<file path="src/pkg/lvpd_pkg.sv">
package lvpd_pkg;
  // Register bus
  localparam int ADDR_W = 32;
  localparam int DATA_W = 32;
  localparam logic [31:0] VSCFG_OFS = 32'h01f00010;
  localparam logic [31:0] RED_OFS = 32'h01f00014;
  localparam logic [31:0] GREEN_OFS = 32'h01f00018;
  localparam logic [31:0] BLUE_OFS = 32'h01f0001c;
  localparam logic [31:0] DHALF_OFS = 32'h01f00020;
  localparam logic [31:0] D47_OFS = 32'h01f00024;
  localparam logic [31:0] D35_OFS = 32'h01f00028;
  localparam logic [31:0] D23_OFS = 32'h01f0002c;
  localparam logic [31:0] STAT_OFS = 32'h01f000f0;
  // Virtual screen fields
  localparam int SKIP_LSB = 9;
  localparam int SKIP_W = 11;
  localparam int WIDTH_LSB = 0;
  localparam int WIDTH_W = 9;
  localparam int VSCFG_W = 20;
  localparam logic [19:0] VSCFG_RST = 20'h00000;
  // Frame start and bank
  localparam int FSTART_W = 21;
  localparam int BANK_W = 6;
  localparam int LINE_W = 10;
  localparam int FADDR_W = 28;
  // Shade tables
  localparam int SHADE_W = 4;
  localparam int BLUE_W = 16;
  localparam logic [31:0] RED_RST = 32'h00000000;
  localparam logic [31:0] GREEN_RST = 32'h00000000;
  localparam logic [15:0] BLUE_RST = 16'h0000;
  localparam logic [1:0] MODE_COLOUR = 2'h3;
  // Dither patterns: 1/2, 4/7, 3/5, 2/3
  localparam int NPAT = 4;
  localparam int PAT_MAX = 28;
  localparam int PHASE_W = 5;
  localparam int PAT_LEN [NPAT] = '{16, 28, 20, 12};
  localparam logic [27:0] PAT_RST [NPAT] = '{28'h000a5a5, 28'hba5da65, 28'h00a5a5f, 28'h0000d6b};
  localparam logic [31:0] PAT_OFS [NPAT] = '{DHALF_OFS, D47_OFS, D35_OFS, D23_OFS};
  // Shade that selects each pattern
  localparam logic [3:0] SHADE_PAT [NPAT] = '{4'h8, 4'h9, 4'ha, 4'hb};
  // Status fields
  localparam int STAT_LAYOUT_BIT = 21;
  localparam int STAT_ENABLE_BIT = 22;
endpackage

</file>
<file path="src/pkg/lvpd_cfg_if.sv">
`timescale 1ns/1ps
interface lvpd_cfg_if;
  import lvpd_pkg::*;
  logic [WIDTH_W-1:0] view_width_halfwords;
  logic [SKIP_W-1:0] line_skip_halfwords;
  logic [PAT_MAX-1:0] pat [NPAT];
  modport src (output view_width_halfwords, output line_skip_halfwords, output pat);
  modport agen (input view_width_halfwords, input line_skip_halfwords);
  modport dith (input pat);
endinterface

</file>
<file path="src/verilog/lvpd_addr_gen.sv">
`timescale 1ns/1ps
module lvpd_addr_gen (
  input wire logic clk,
  input wire logic resetn,
  lvpd_cfg_if.agen cfg,
  input wire logic video_output_enable,
  input wire logic frame_start,
  input wire logic fetch_strobe,
  input wire logic [lvpd_pkg::FSTART_W-1:0] upper_frame_start,
  input wire logic [lvpd_pkg::FSTART_W-1:0] lower_frame_start,
  input wire logic [lvpd_pkg::BANK_W-1:0] frame_bank_bits,
  output logic [lvpd_pkg::FADDR_W-1:0] upper_fetch_addr,
  output logic [lvpd_pkg::FADDR_W-1:0] lower_fetch_addr,
  output logic line_end
);
  import lvpd_pkg::*;

  logic [FSTART_W-1:0] ctr [2];
  logic [WIDTH_W-1:0] hw_pos;
  logic [BANK_W-1:0] bank;
  logic step;
  logic last_hw;

  // A zero width fetches nothing, so strobes are dropped
  assign step = fetch_strobe && video_output_enable && (cfg.view_width_halfwords != '0);
  assign last_hw = (hw_pos == cfg.view_width_halfwords - 9'h001);

  // Position within the displayed line
  always_ff @(posedge clk or negedge resetn)
  begin
    if (!resetn)
    begin
      hw_pos <= '0;
      line_end <= 1'b0;
    end
    else
    begin
      line_end <= step && last_hw && !frame_start;
      if (frame_start)
        hw_pos <= '0;
      else if (step)
        hw_pos <= last_hw ? '0 : hw_pos + 9'h001;
    end
  end

  // Bank is caught per frame; it must not move inside a frame
  always_ff @(posedge clk or negedge resetn)
  begin
    if (!resetn)
      bank <= '0;
    else if (frame_start)
      bank <= frame_bank_bits;
  end

  // Upper and lower half-word counters move in lock step
  for (genvar i = 0; i < 2; i++)
  begin : g_ctr
    always_ff @(posedge clk or negedge resetn)
    begin
      if (!resetn)
        ctr[i] <= '0;
      else if (frame_start)
        ctr[i] <= (i == 0) ? upper_frame_start : lower_frame_start;
      else if (step && last_hw)
        ctr[i] <= ctr[i] + 21'h000001 + 21'(cfg.line_skip_halfwords);
      else if (step)
        ctr[i] <= ctr[i] + 21'h000001;
    end
  end

  // Half-word counter supplies bits 21:1, bank the bits above
  assign upper_fetch_addr = {bank, ctr[0], 1'b0};
  assign lower_fetch_addr = {bank, ctr[1], 1'b0};
endmodule // lvpd_addr_gen

</file>
<file path="src/verilog/lvpd_dither.sv">
`timescale 1ns/1ps
module lvpd_dither (
  input wire logic clk,
  input wire logic resetn,
  lvpd_cfg_if.dith cfg,
  input wire logic frame_start,
  output logic [lvpd_pkg::NPAT-1:0] duty_bit
);
  import lvpd_pkg::*;

  logic [PHASE_W-1:0] phase [NPAT];

  // One phase per pattern, each wrapping at its own length
  for (genvar i = 0; i < NPAT; i++)
  begin : g_phase
    always_ff @(posedge clk or negedge resetn)
    begin
      if (!resetn)
        phase[i] <= '0;
      else if (frame_start)
        phase[i] <= (phase[i] == PHASE_W'(PAT_LEN[i] - 1)) ? '0 : phase[i] + 5'h01;
    end
    // Current frame's bit of each pattern
    assign duty_bit[i] = cfg.pat[i][phase[i]];
  end
endmodule // lvpd_dither

</file>
<file path="src/verilog/lvpd_regs.sv">
`timescale 1ns/1ps
module lvpd_regs (
  input wire logic clk,
  input wire logic resetn,
  input wire logic [lvpd_pkg::ADDR_W-1:0] reg_addr,
  input wire logic [lvpd_pkg::DATA_W-1:0] reg_wdata,
  input wire logic reg_wr,
  input wire logic reg_rd,
  output logic [lvpd_pkg::DATA_W-1:0] reg_rdata,
  input wire logic video_output_enable,
  input wire logic [1:0] display_mode_select,
  input wire logic [lvpd_pkg::FSTART_W-1:0] upper_frame_start,
  input wire logic [lvpd_pkg::FSTART_W-1:0] lower_frame_start,
  input wire logic [lvpd_pkg::BANK_W-1:0] frame_bank_bits,
  input wire logic [lvpd_pkg::LINE_W-1:0] line_count_minus_one,
  input wire logic frame_start,
  input wire logic fetch_strobe,
  input wire logic pixel_strobe,
  input wire logic [2:0] red_code,
  input wire logic [2:0] green_code,
  input wire logic [1:0] blue_code,
  output logic [lvpd_pkg::FADDR_W-1:0] upper_fetch_addr,
  output logic [lvpd_pkg::FADDR_W-1:0] lower_fetch_addr,
  output logic line_end,
  output logic pixel_valid,
  output logic [lvpd_pkg::SHADE_W-1:0] red_shade,
  output logic [lvpd_pkg::SHADE_W-1:0] green_shade,
  output logic [lvpd_pkg::SHADE_W-1:0] blue_shade,
  output logic red_dot,
  output logic green_dot,
  output logic blue_dot
);
  import lvpd_pkg::*;

  lvpd_cfg_if cfg ();

  logic [VSCFG_W-1:0] virtual_screen_cfg;
  logic [31:0] red_shade_table;
  logic [31:0] green_shade_table;
  logic [BLUE_W-1:0] blue_shade_table;
  logic [NPAT-1:0] duty_bit;
  logic layout_ok;
  logic [31:0] layout_expect;
  logic [SHADE_W-1:0] next_red;
  logic [SHADE_W-1:0] next_green;
  logic [SHADE_W-1:0] next_blue;
  logic colour_mode;
  logic wr_vscfg;
  logic wr_red;
  logic wr_green;
  logic wr_blue;
  logic [NPAT-1:0] wr_pat;

  // Full-address compare, so aliases never hit
  function automatic logic hit(input logic [31:0] addr, input logic [31:0] ofs);
    hit = (addr == ofs);
  endfunction

  // Nibble n of a lookup table
  function automatic logic [3:0] lut_nibble(input logic [31:0] tbl, input logic [2:0] code);
    lut_nibble = tbl[{code, 2'b00} +: 4];
  endfunction

  // Shades below the half duty stay dark, above two-thirds stay lit
  function automatic logic shade_dot(input logic [3:0] shade, input logic [NPAT-1:0] bits);
    logic dot;
    dot = (shade > SHADE_PAT[NPAT-1]);
    for (int k = 0; k < NPAT; k++)
    begin
      if (shade == SHADE_PAT[k])
        dot = bits[k];
    end
    shade_dot = dot;
  endfunction

  // One write strobe per register; exact address match only
  assign wr_vscfg = reg_wr && hit(reg_addr, VSCFG_OFS);
  assign wr_red = reg_wr && hit(reg_addr, RED_OFS);
  assign wr_green = reg_wr && hit(reg_addr, GREEN_OFS);
  assign wr_blue = reg_wr && hit(reg_addr, BLUE_OFS);

  // Virtual screen configuration; software keeps it still while video runs
  always_ff @(posedge clk or negedge resetn)
  begin
    if (!resetn)
      virtual_screen_cfg <= VSCFG_RST;
    else if (wr_vscfg)
      virtual_screen_cfg <= reg_wdata[VSCFG_W-1:0];
  end

  // Width and skip fields as seen by the fetch logic
  assign cfg.line_skip_halfwords = virtual_screen_cfg[SKIP_LSB +: SKIP_W];
  assign cfg.view_width_halfwords = virtual_screen_cfg[WIDTH_LSB +: WIDTH_W];

  // Red shade table
  always_ff @(posedge clk or negedge resetn)
  begin
    if (!resetn)
      red_shade_table <= RED_RST;
    else if (wr_red)
      red_shade_table <= reg_wdata;
  end

  // Green shade table
  always_ff @(posedge clk or negedge resetn)
  begin
    if (!resetn)
      green_shade_table <= GREEN_RST;
    else if (wr_green)
      green_shade_table <= reg_wdata;
  end

  // Blue shade table; only four codes, so the upper half-word is dropped
  always_ff @(posedge clk or negedge resetn)
  begin
    if (!resetn)
      blue_shade_table <= BLUE_RST;
    else if (wr_blue)
      blue_shade_table <= reg_wdata[BLUE_W-1:0];
  end

  // Dither duty patterns; unused upper bits held at zero
  for (genvar i = 0; i < NPAT; i++)
  begin : g_pat
    assign wr_pat[i] = reg_wr && hit(reg_addr, PAT_OFS[i]);
    always_ff @(posedge clk or negedge resetn)
    begin
      if (!resetn)
        cfg.pat[i] <= PAT_RST[i];
      else if (wr_pat[i])
        cfg.pat[i] <= reg_wdata[PAT_MAX-1:0] & ((28'h0000001 << PAT_LEN[i]) - 28'h0000001);
    end
  end

  // Fetch address counters for upper and lower panels
  lvpd_addr_gen u_agen (
    .clk(clk),
    .resetn(resetn),
    .cfg(cfg.agen),
    .video_output_enable(video_output_enable),
    .frame_start(frame_start),
    .fetch_strobe(fetch_strobe),
    .upper_frame_start(upper_frame_start),
    .lower_frame_start(lower_frame_start),
    .frame_bank_bits(frame_bank_bits),
    .upper_fetch_addr(upper_fetch_addr),
    .lower_fetch_addr(lower_fetch_addr),
    .line_end(line_end)
  );

  // Frame-stepped pattern bits
  lvpd_dither u_dith (
    .clk(clk),
    .resetn(resetn),
    .cfg(cfg.dith),
    .frame_start(frame_start),
    .duty_bit(duty_bit)
  );

  // Table lookups; gray and mono modes bypass them entirely
  assign colour_mode = (display_mode_select == MODE_COLOUR);
  assign next_red = lut_nibble(red_shade_table, red_code);
  assign next_green = lut_nibble(green_shade_table, green_code);
  assign next_blue = lut_nibble({16'h0000, blue_shade_table}, {1'b0, blue_code});

  // Pixel valid trails the strobe by one cycle
  always_ff @(posedge clk or negedge resetn)
  begin
    if (!resetn)
      pixel_valid <= 1'b0;
    else
      pixel_valid <= pixel_strobe;
  end

  // Shades hold between strobes so the panel side may sample late
  always_ff @(posedge clk or negedge resetn)
  begin
    if (!resetn)
    begin
      red_shade <= '0;
      green_shade <= '0;
      blue_shade <= '0;
    end
    else if (pixel_strobe)
    begin
      red_shade <= colour_mode ? next_red : '0;
      green_shade <= colour_mode ? next_green : '0;
      blue_shade <= colour_mode ? next_blue : '0;
    end
  end

  // Dithered dots use the phase in force before this cycle's frame start
  always_ff @(posedge clk or negedge resetn)
  begin
    if (!resetn)
    begin
      red_dot <= 1'b0;
      green_dot <= 1'b0;
      blue_dot <= 1'b0;
    end
    else if (pixel_strobe)
    begin
      red_dot <= colour_mode && shade_dot(next_red, duty_bit);
      green_dot <= colour_mode && shade_dot(next_green, duty_bit);
      blue_dot <= colour_mode && shade_dot(next_blue, duty_bit);
    end
  end

  // Checks software's lower start against the layout; a mismatch tears dual scan
  assign layout_expect = 32'(upper_frame_start)
    + (32'(cfg.view_width_halfwords) + 32'(cfg.line_skip_halfwords))
    * (32'(line_count_minus_one) + 32'h00000001);

  always_ff @(posedge clk or negedge resetn)
  begin
    if (!resetn)
      layout_ok <= 1'b0;
    else
      layout_ok <= (layout_expect[FSTART_W-1:0] == lower_frame_start);
  end

  // Read data one cycle after the strobe; unmapped reads return zero
  always_ff @(posedge clk or negedge resetn)
  begin
    if (!resetn)
      reg_rdata <= '0;
    else if (reg_rd)
    begin
      reg_rdata <= '0;
      if (hit(reg_addr, VSCFG_OFS))
        reg_rdata <= {12'h000, virtual_screen_cfg};
      if (hit(reg_addr, RED_OFS))
        reg_rdata <= red_shade_table;
      if (hit(reg_addr, GREEN_OFS))
        reg_rdata <= green_shade_table;
      if (hit(reg_addr, BLUE_OFS))
        reg_rdata <= {16'h0000, blue_shade_table};
      for (int k = 0; k < NPAT; k++)
      begin
        if (hit(reg_addr, PAT_OFS[k]))
          reg_rdata <= {4'h0, cfg.pat[k]};
      end
      if (hit(reg_addr, STAT_OFS))
      begin
        reg_rdata <= '0;
        reg_rdata[FSTART_W-1:0] <= upper_fetch_addr[FSTART_W:1];
        reg_rdata[STAT_LAYOUT_BIT] <= layout_ok;
        reg_rdata[STAT_ENABLE_BIT] <= video_output_enable;
      end
    end
    else
      reg_rdata <= '0;
  end
endmodule // lvpd_regs

</file>
<file path="config.mk">
export PLATFORM = sky130hd
export DESIGN_NAME = lvpd_regs
export DESIGN_NICKNAME = d
export VERILOG_FILES = /design/src/pkg/lvpd_pkg.sv /design/src/pkg/lvpd_cfg_if.sv /design/src/verilog/lvpd_addr_gen.sv /design/src/verilog/lvpd_dither.sv /design/src/verilog/lvpd_regs.sv
export SDC_FILE = /design/constraint.sdc
export NUM_CORES = 1
export LEC_CHECK = 0
export BUFFER_PORTS_ARGS = -buffer_cell sky130_fd_sc_hd__buf_2
export CAP_MARGIN = 10
export CORE_ASPECT_RATIO = 1.25
export CORE_MARGIN = 5
export CORE_UTILIZATION = 65
export CTS_CLUSTER_DIAMETER = 40
export DETAILED_ROUTE_END_ITERATION = 7
export PLACE_DENSITY = 0.84
export SLEW_MARGIN = 0
export SYNTH_ARGS = -nofsm -noshare
export SYNTH_HDL_FRONTEND = slang
export SYNTH_SLANG_ARGS = --single-unit
</file>
<file path="constraint.sdc">
create_clock -name clk -period 15.9 [get_ports clk]
set_input_delay 2.385 -clock clk [delete_from_list [all_inputs] [get_ports clk]]
set_output_delay 2.385 -clock clk [all_outputs]
set_load 0.02 [all_outputs]
</file>
==> run_summary.xml, run 1 <==
<?xml version="1.0" encoding="UTF-8"?>
<metrics>
  <group name="clock_network">
    <metric name="clock-sinks" unit="">303</metric>
    <metric name="ctsLongestPathBuffers" unit="">3</metric>
    <metric name="cts_tree" unit="">done</metric>
    <metric name="cts_post_setup_buffers_inserted" unit="">0</metric>
    <metric name="cts_hold_repair_buffers" unit="">0</metric>
    <metric name="cts.root.buffer_cell" unit="">clkbuf_16</metric>
    <metric name="clkTransAtPathRegs" unit="ps">50</metric>
    <metric name="htreeDepth" unit="">2</metric>
    <metric name="post_cts.resized_instances" unit="">0</metric>
    <metric name="tritoncts.num_buffers" unit="">36</metric>
    <metric name="clock_insertion_delay_worst_skew" unit="ps">540</metric>
  </group>
  <group name="yosys">
    <metric name="synthXorXnorAreaFrac" unit="">0.0410</metric>
    <metric name="synth_top_flop_cell" unit="">dfrtp_1</metric>
    <metric name="ys_async_sr_fraction" unit="">1.00</metric>
    <metric name="synth_seq_area_share" unit="">0.338</metric>
    <metric name="synth_cells" unit="">2243</metric>
    <metric name="synth-edff-count" unit="">0</metric>
    <metric name="post_synth_fa_ha_maj_area_fraction" unit="">0.147</metric>
    <metric name="synthDistinctLibCells" unit="">85</metric>
    <metric name="synth_compound_gate_area_share" unit="">0.128</metric>
    <metric name="synth.area.top_cells" unit="">dfrtp_1 29%, mux2_2 10%, fa_1 9.8%, dfstp_2 5.1%, ha_1 4.9%</metric>
    <metric name="yosys.area.top_type" unit="">dfrtp_1</metric>
    <metric name="postSynthRegisterBits" unit="">303</metric>
    <metric name="synthesis.area" unit="um^2">22600</metric>
    <metric name="yosysTopAreaCellShare" unit="">0.287</metric>
    <metric name="syn_area_per_cell" unit="um^2">10.1</metric>
    <metric name="post_synth_mux_area_share" unit="">0.158</metric>
    <metric name="synth_simple_gate_area_frac" unit="">0.141</metric>
    <metric name="yosysWarningCount" unit="">0</metric>
    <metric name="dominant_combinational_cell_family_by_area_after_synthesis" unit="">multiplexers</metric>
  </group>
  <group name="finish">
    <metric name="nFillCells" unit="">2483</metric>
    <metric name="finalNetCount" unit="">2756</metric>
    <metric name="area_delta_synth_final" unit="%">12.0</metric>
    <metric name="final_design_area_no_fill" unit="um^2">25300</metric>
    <metric name="final_layout_size_suffix_gt1_frac" unit="">0.262</metric>
  </group>
  <group name="sta">
    <metric name="rsz_0062_raised_after_global_routing" unit="">no</metric>
    <metric name="final_min_period_over_clock_period" unit="">0.593</metric>
    <metric name="final-hold-violation-count" unit="">0</metric>
    <metric name="finalSetupViolations" unit="">0</metric>
    <metric name="final.setup_skew" unit="ps">18.1</metric>
    <metric name="fin_tns_setup" unit="ps">0</metric>
    <metric name="final_period_minus_worst_setup_slack" unit="ps">9420</metric>
    <metric name="timing_max_transition_violations_final" unit="">0</metric>
    <metric name="slew-limit-headroom" unit="">0.0745</metric>
    <metric name="max_freq" unit="GHz">0.106</metric>
    <metric name="holdWs" unit="ps">479</metric>
    <metric name="worst_max_slew_pin_slew" unit="ps">1390</metric>
  </group>
  <group name="die">
    <metric name="die_h" unit="um">219</metric>
    <metric name="rows" unit="">76</metric>
    <metric name="floorplan.die.width" unit="um">177</metric>
    <metric name="initial_utilization" unit="">0.657</metric>
    <metric name="ioPinCount" unit="">245</metric>
    <metric name="core_region_area" unit="um^2">34400</metric>
    <metric name="design.die.area" unit="um^2">38700</metric>
  </group>
  <group name="critical_path">
    <metric name="crit_path_max_fanout" unit="">14</metric>
    <metric name="startpoint_type" unit="">input port</metric>
    <metric name="cp.required" unit="ps">16280</metric>
    <metric name="cell_family_contributing_the_most_delay_on_the_critical_path" unit="">adder cells</metric>
    <metric name="crit_path_max_incr_delay" unit="ps">950</metric>
    <metric name="worst-endpoint-arrival" unit="ps">9800</metric>
    <metric name="crit_top_cell" unit="">fa_1</metric>
    <metric name="critical_path.endpoint_type" unit="">flop</metric>
    <metric name="crit_buf_inv" unit="">4</metric>
    <metric name="critical_setup_path_kind" unit="">in2reg</metric>
    <metric name="timing.critical_path.cells" unit="">buf_2 &gt; ha_1 &gt; nand3_1 &gt; xnor2_1 &gt; nand2_1 &gt; fa_1 &gt; fa_1 &gt; inv_1 &gt; fa_1 &gt; inv_1 &gt; fa_1 &gt; fa_1 &gt; inv_1 &gt; ha_1 &gt; a2111oi_0 &gt; o21ai_1 &gt; a31o_1 &gt; o41ai_1 &gt; o21ai_0 &gt; xnor2_1 &gt; or4_1 &gt; a2111oi_0</metric>
    <metric name="crit_path_max_delay_cell_type" unit="">xnor2_1</metric>
  </group>
  <group name="place">
    <metric name="routabilityCongestion" unit="">1.00</metric>
    <metric name="hpwlAfterDp" unit="um">53300</metric>
    <metric name="portBuffers" unit="">242</metric>
    <metric name="placedInstanceArea" unit="um^2">24100</metric>
  </group>
  <group name="pwr">
    <metric name="vdd_ir_drop_max" unit="uV">135</metric>
    <metric name="design_power_total" unit="uW">2030</metric>
    <metric name="cellLeakagePower" unit="uW">0.0116</metric>
    <metric name="power-per-cell-area" unit="nW/um^2">80.3</metric>
  </group>
  <group name="global_route">
    <metric name="wire_length_of_the_first_global_routing_pass" unit="um">111000</metric>
    <metric name="number_of_global_route_vias_before_repair" unit="">19920</metric>
    <metric name="grt_max_degree" unit="">175</metric>
    <metric name="track_usage" unit="">0.368</metric>
    <metric name="antenna_violations_before_repair" unit="">2</metric>
    <metric name="globalRoute.totalOverflow" unit="">0</metric>
  </group>
  <group name="min_path">
    <metric name="hold_class" unit="">reg2reg</metric>
  </group>
  <group name="drt">
    <metric name="initial_drt_markers" unit="">1765</metric>
    <metric name="finalWirelength" unit="um">71500</metric>
    <metric name="post_drt_wl_per_cell" unit="um">24.6</metric>
    <metric name="route.antenna.remaining_nets" unit="">0</metric>
    <metric name="routed_via_density" unit="">6.63</metric>
    <metric name="routed-via-count" unit="">19297</metric>
    <metric name="drt_first_pass_iters" unit="">6</metric>
    <metric name="drc" unit="">0</metric>
  </group>
  <group name="outcome">
    <metric name="result_of_the_run" unit="">finished, final reports clean</metric>
  </group>
  <group name="job">
    <metric name="max_cap_viol_count" unit="">0</metric>
  </group>
</metrics>
-- final cells by class --
class | count | area, um^2 | share of cell area
Clock inverter | 14 | 156 | 0.00617
Timing Repair Buffer | 263 | 1410 | 0.0558
Antenna cell | 1 | 2.50 | 0.0000988
Multi-Input combinational cell | 1664 | 13900 | 0.550
Tap cell | 468 | 586 | 0.0231
Inverter | 148 | 556 | 0.0219
Sequential cell | 303 | 7640 | 0.302
Clock buffer | 50 | 1040 | 0.0412
-- synthesized netlist by cell type, types with 44 or more instances --
master / number
nand2_1: 232
clkbuf_1: 102
ha_1: 89
mux2_2: 209
nand3_1: 56
dfrtp_1: 259
dfstp_2: 44
inv_1: 148
o21ai_0: 118
fa_1: 111
a21oi_1: 61
xnor2_1: 66
nor2_1: 126
-- routing by layer --
metal	routed length [um]	vias up	part of all wire	GRT usage
met3	5990	334	0.084	0.0671
met5	13	-	0.00018	0
li1	-	8348	-	-
met1	25000	9497	0.35	0.436
met2	34500	1116	0.48	0.610
met4	5980	2	0.084	0.255
-- final timing paths --
| check | from | to | slack [ps] | depth (start not counted) |
|---|---|---|---|---|
| hold / removal | blue_shade[3] | blue_shade[3] | 480 | 1 |
| hold reg to reg | blue_shade[3] | blue_shade[3] | 480 | 1 |
| setup reg to reg | virtual_screen_cfg[2] | layout_ok | 7410 | 23 |
| min in group asynchronous | resetn | u_dith.phase[3] | 1970 | 1 |
| setup / recovery | line_count_minus_one[0] | layout_ok | 6480 | 22 |
| max in group asynchronous | resetn | u_agen.lower_fetch_addr[6] | 12450 | 2 |
-- where the power goes --
| part | switching (uW) | leakage (uW) | internal [uW] |
|---|---|---|---|
| combinational | 164 | 0.00706 | 128 |
| clock | 352 | 0.000585 | 485 |
| sequential | 97.9 | 0.00392 | 807 |
| total | 614 | 0.0116 | 1420 |
-- worst reg2reg max path, delay by kind of cell (launching register included) --
kind | cells | cell delay [ps]
adders and majority gates | 7 | 3360
AOI/OAI and AO/OA | 8 | 2480
xor gates and xnor gates | 2 | 1150
and+or+nand+nor | 3 | 660
DFF | 1 | 550
buffers and inverters | 3 | 160
-- cells by family after synthesis --
group | Yosys count
AOI/OAI and AO/OA | 423
xor gates and xnor gates | 106
DFF | 303
adders and majority gates | 200
buffers and inverters | 277
other | 1
and+or+nand+nor | 654
muxes | 279
-- state kept, by name, indices dropped and copies added, names as in the netlist --
| register | count |
|---|---|
| red_shade_table | 32 |
| red_dot | 1 |
| green_dot | 1 |
| pixel_valid | 1 |
| u_dith.phase | 20 |
| cfg.pat | 76 |
| blue_shade | 4 |
| green_shade_table | 32 |
| layout_ok | 1 |
| u_agen.line_end | 1 |
| blue_shade_table | 16 |
| u_agen.lower_fetch_addr | 21 |
| red_shade | 4 |
| u_agen.hw_pos | 9 |
| u_agen.bank | 6 |
| virtual_screen_cfg | 20 |
| reg_rdata | 32 |
| blue_dot | 1 |
| green_shade | 4 |
| u_agen.upper_fetch_addr | 21 |
-- cell usage in the layout, fill, tap and decap left out, types with 27 or more instances in the layout --
cell,n
nand3_1,56
mux2_2,209
xor2_1,40
inv_1,148
buf_2,240
ha_1,89
nor2_1,126
xnor2_1,66
mux4_2,41
dfrtp_1,259
nand2_1,232
a21oi_1,61
o21ai_0,118
nor2b_1,27
mux2i_1,29
dfstp_2,44
clkbuf_16,37
fa_1,111
a221oi_1,31
and2_1,38
nor3_1,28
-- stage by stage --
step	cells	setup WS [ps]	util
finish	2911	6480	0.736
global route	2910	5960	0.736
CTS	2909	6610	0.735
detailed placement	2845	6040	0.700
global placement	2845	6260	0.700
floorplan	2244	7440	-
Note: power is estimated with default switching activity, not from simulation.
==> inputs of run 2 (changes only) <==
--- a/config.mk
+++ b/config.mk
@@ -9,10 +9,10 @@
 export CAP_MARGIN = 10
 export CORE_ASPECT_RATIO = 1.25
 export CORE_MARGIN = 5
-export CORE_UTILIZATION = 65
+export CORE_UTILIZATION = 55
 export CTS_CLUSTER_DIAMETER = 40
 export DETAILED_ROUTE_END_ITERATION = 7
-export PLACE_DENSITY = 0.84
+export PLACE_DENSITY = 0.75
 export SLEW_MARGIN = 0
 export SYNTH_ARGS = -nofsm -noshare
 export SYNTH_HDL_FRONTEND = slang
==> constraint.sdc (replaced) <==
create_clock -name clk -period 7.6 [get_ports clk]
set_input_delay 1.14 -clock clk [delete_from_list [all_inputs] [get_ports clk]]
set_output_delay 1.14 -clock clk [all_outputs]
set_load 0.02 [all_outputs]
==> run_summary.xml, run 2 (synthesized netlist as in run 1, its figures left out) <==
<?xml version="1.0" encoding="UTF-8"?>
<metrics>
  <group name="global_route">
    <metric name="number_of_global_route_vias_before_repair" unit="">19840</metric>
    <metric name="grt_max_degree" unit="">160</metric>
    <metric name="antenna_violations_before_repair" unit="">0</metric>
    <metric name="wire_length_of_the_first_global_routing_pass" unit="um">113000</metric>
    <metric name="globalRoute.totalOverflow" unit="">0</metric>
    <metric name="track_usage" unit="">0.320</metric>
  </group>
  <group name="clock_network">
    <metric name="clock-sinks" unit="">303</metric>
    <metric name="cts.root.buffer_cell" unit="">clkbuf_16</metric>
    <metric name="clock_insertion_delay_worst_skew" unit="ps">550</metric>
    <metric name="htreeDepth" unit="">2</metric>
    <metric name="tritoncts.num_buffers" unit="">39</metric>
    <metric name="cts_tree" unit="">done</metric>
    <metric name="ctsLongestPathBuffers" unit="">3</metric>
    <metric name="clkTransAtPathRegs" unit="ps">60</metric>
  </group>
  <group name="critical_path">
    <metric name="crit_path_max_fanout" unit="">8</metric>
    <metric name="critical_setup_path_kind" unit="">reg2reg</metric>
    <metric name="worst-endpoint-arrival" unit="ps">7840</metric>
    <metric name="cp.required" unit="ps">7990</metric>
    <metric name="crit_buf_inv" unit="">2</metric>
    <metric name="crit_path_max_incr_delay" unit="ps">600</metric>
    <metric name="crit_path_max_delay_cell_type" unit="">or4_1</metric>
    <metric name="timing.critical_path.cells" unit="">ha_1 &gt; nand3_1 &gt; o211ai_1 &gt; o21ai_1 &gt; o21bai_1 &gt; a21oi_1 &gt; xnor2_1 &gt; buf_4 &gt; nand2_1 &gt; fa_1 &gt; fa_1 &gt; fa_1 &gt; fa_1 &gt; fa_1 &gt; inv_1 &gt; ha_1 &gt; nand2_1 &gt; a21oi_1 &gt; o21ai_1 &gt; a21oi_2 &gt; o21a_1 &gt; o2111ai_1 &gt; or4_1 &gt; a2111oi_2</metric>
    <metric name="crit_top_cell" unit="">fa_1</metric>
    <metric name="startpoint_type" unit="">flop</metric>
    <metric name="critical_path.endpoint_type" unit="">flop</metric>
    <metric name="cell_family_contributing_the_most_delay_on_the_critical_path" unit="">adder cells</metric>
  </group>
  <group name="die">
    <metric name="rows" unit="">83</metric>
    <metric name="die_h" unit="um">237</metric>
    <metric name="initial_utilization" unit="">0.553</metric>
    <metric name="floorplan.die.width" unit="um">191</metric>
    <metric name="core_region_area" unit="um^2">40900</metric>
    <metric name="ioPinCount" unit="">245</metric>
    <metric name="design.die.area" unit="um^2">45300</metric>
  </group>
  <group name="place">
    <metric name="portBuffers" unit="">242</metric>
    <metric name="routabilityCongestion" unit="">0.948</metric>
    <metric name="placedInstanceArea" unit="um^2">24500</metric>
    <metric name="placed_cells" unit="">2961</metric>
    <metric name="hpwlAfterDp" unit="um">55700</metric>
  </group>
  <group name="sta">
    <metric name="final.setup_skew" unit="ps">35.6</metric>
    <metric name="finalSetupViolations" unit="">0</metric>
    <metric name="final_min_period_over_clock_period" unit="">0.981</metric>
    <metric name="final_period_minus_worst_setup_slack" unit="ps">7450</metric>
    <metric name="worst_max_slew_pin_slew" unit="ps">1260</metric>
    <metric name="max_freq" unit="GHz">0.134</metric>
    <metric name="final-hold-violation-count" unit="">0</metric>
    <metric name="timing_max_transition_violations_final" unit="">0</metric>
    <metric name="slew-limit-headroom" unit="">0.157</metric>
  </group>
  <group name="pwr">
    <metric name="power-per-cell-area" unit="nW/um^2">173</metric>
    <metric name="netSwitchingPower" unit="uW">1340</metric>
    <metric name="internal-power" unit="uW">3140</metric>
    <metric name="share_seq_of_total_power" unit="">0.423</metric>
    <metric name="power_frac_comb" unit="">0.138</metric>
    <metric name="vdd_ir_drop_max" unit="uV">159</metric>
    <metric name="power_switching_share" unit="">0.299</metric>
    <metric name="p_clk_frac" unit="">0.438</metric>
    <metric name="cellLeakagePower" unit="uW">0.0119</metric>
  </group>
  <group name="finish">
    <metric name="largest_register" unit="">cfg.pat</metric>
    <metric name="finalNetCount" unit="">2794</metric>
    <metric name="finalNonFillerCells" unit="">3037</metric>
    <metric name="mostFrequentLayoutCell" unit="">dfrtp_1</metric>
    <metric name="n_antenna_cell" unit="">0</metric>
    <metric name="total_area_of_multi_input_combinational_cells" unit="um^2">14000</metric>
    <metric name="mostFrequentLayoutCells" unit="">259 x dfrtp_1, 240 x buf_2, 232 x nand2_1, 209 x mux2_2, 148 x inv_1</metric>
    <metric name="final_layout_size_suffix_gt1_frac" unit="">0.280</metric>
    <metric name="register_area" unit="um^2">7640</metric>
    <metric name="nFillCells" unit="">3360</metric>
    <metric name="area_delta_synth_final" unit="%">14.7</metric>
    <metric name="final_design_area_no_fill" unit="um^2">25900</metric>
    <metric name="flip_flop_count_of_the_largest_register_all_copies_and_words_added" unit="">76</metric>
  </group>
  <group name="drt">
    <metric name="drt_first_pass_iters" unit="">7</metric>
    <metric name="drc" unit="">0</metric>
    <metric name="finalWirelength" unit="um">73100</metric>
    <metric name="routed_via_density" unit="">6.32</metric>
    <metric name="route.antenna.remaining_nets" unit="">0</metric>
    <metric name="routed-via-count" unit="">19198</metric>
    <metric name="post_drt_wl_per_cell" unit="um">24.1</metric>
    <metric name="initial_drt_markers" unit="">1326</metric>
  </group>
  <group name="job">
    <metric name="max_cap_viol_count" unit="">0</metric>
  </group>
  <group name="outcome">
    <metric name="result_of_the_run" unit="">finished, final reports clean</metric>
  </group>
  <group name="min_path">
    <metric name="hold_class" unit="">reg2reg</metric>
  </group>
</metrics>
==> run 2: cell count changes in the layout (fill, tap and decap cells not counted), sizes merged <==
cell / previous run / this run
clkinvlp: 2 / 5
clkinv: 6 / 9
bufinv: 1 / 5
inv: 153 / 157
buf: 263 / 298
diode: 1 / 0
clkbuf: 50 / 44
==> run 2: final timing paths <==
kind / startpoint / endpoint / slack [ps] / depth (start not counted)
hold reg to reg: green_dot / green_dot / 480 / 1
setup / recovery: virtual_screen_cfg[13] / layout_ok / 150 / 24
min in group asynchronous: resetn / u_dith.phase[2] / 560 / 1
setup reg to reg: virtual_screen_cfg[13] / layout_ok / 150 / 24
max in group asynchronous: resetn / u_agen.bank[1] / 5690 / 2
hold / removal: green_dot / green_dot / 480 / 1
==> run 2: final cells by class <==
type | count | area share
flip-flops and latches | 303 | 0.294
multi-input cells | 1664 | 0.541
well taps | 552 | 0.0266
inverters | 148 | 0.0214
clock inverters | 28 | 0.0131
repair buffers | 298 | 0.0639
clock buffers | 44 | 0.0399
==> run 2: through the flow <==
step	hold WS [ps]	TNS, ps	util	setup slack (ps)	power [uW]
2_1_floorplan	424	0	-	382	2250
3_3_place_gp	464	-260	0.598	-260	2500
3_5_place_dp	467	-579	0.598	-579	2530
4_1_cts	483	0	0.632	7.09	4480
5_1_grt	502	-156	0.634	-156	4630
6_report	479	0	0.634	148	4480
==> run 2: power groups by stage <==
stage | clock network (uW) | registers, uW | logic (uW)
detailed placement | 0 | 1910 | 614
CTS | 1980 | 1890 | 618
finish | 1960 | 1900 | 619
global route | 2040 | 1910 | 676
floorplan | 0 | 1810 | 441
global placement | 0 | 1910 | 595
==> run 2: routing by layer <==
metal  up-vias  GRT usage  share of wire
met5         -          0              0
met4         0      0.188          0.072
met3       295     0.0454          0.071
met2       945      0.542           0.49
met1      9559      0.389           0.36
li1       8399          -              -
==> run 2: timing repair <==
| action | CTS | global route |
|---|---|---|
| hold buffers | 0 | 0 |
| hold endpoints to repair | 0 | 0 |
| gates resized for setup | 5 | 14 |
| endpoints found under the setup margin | 1 | 1 |
| pin swaps | 0 | 2 |
| buffers inserted | 0 | 4 |
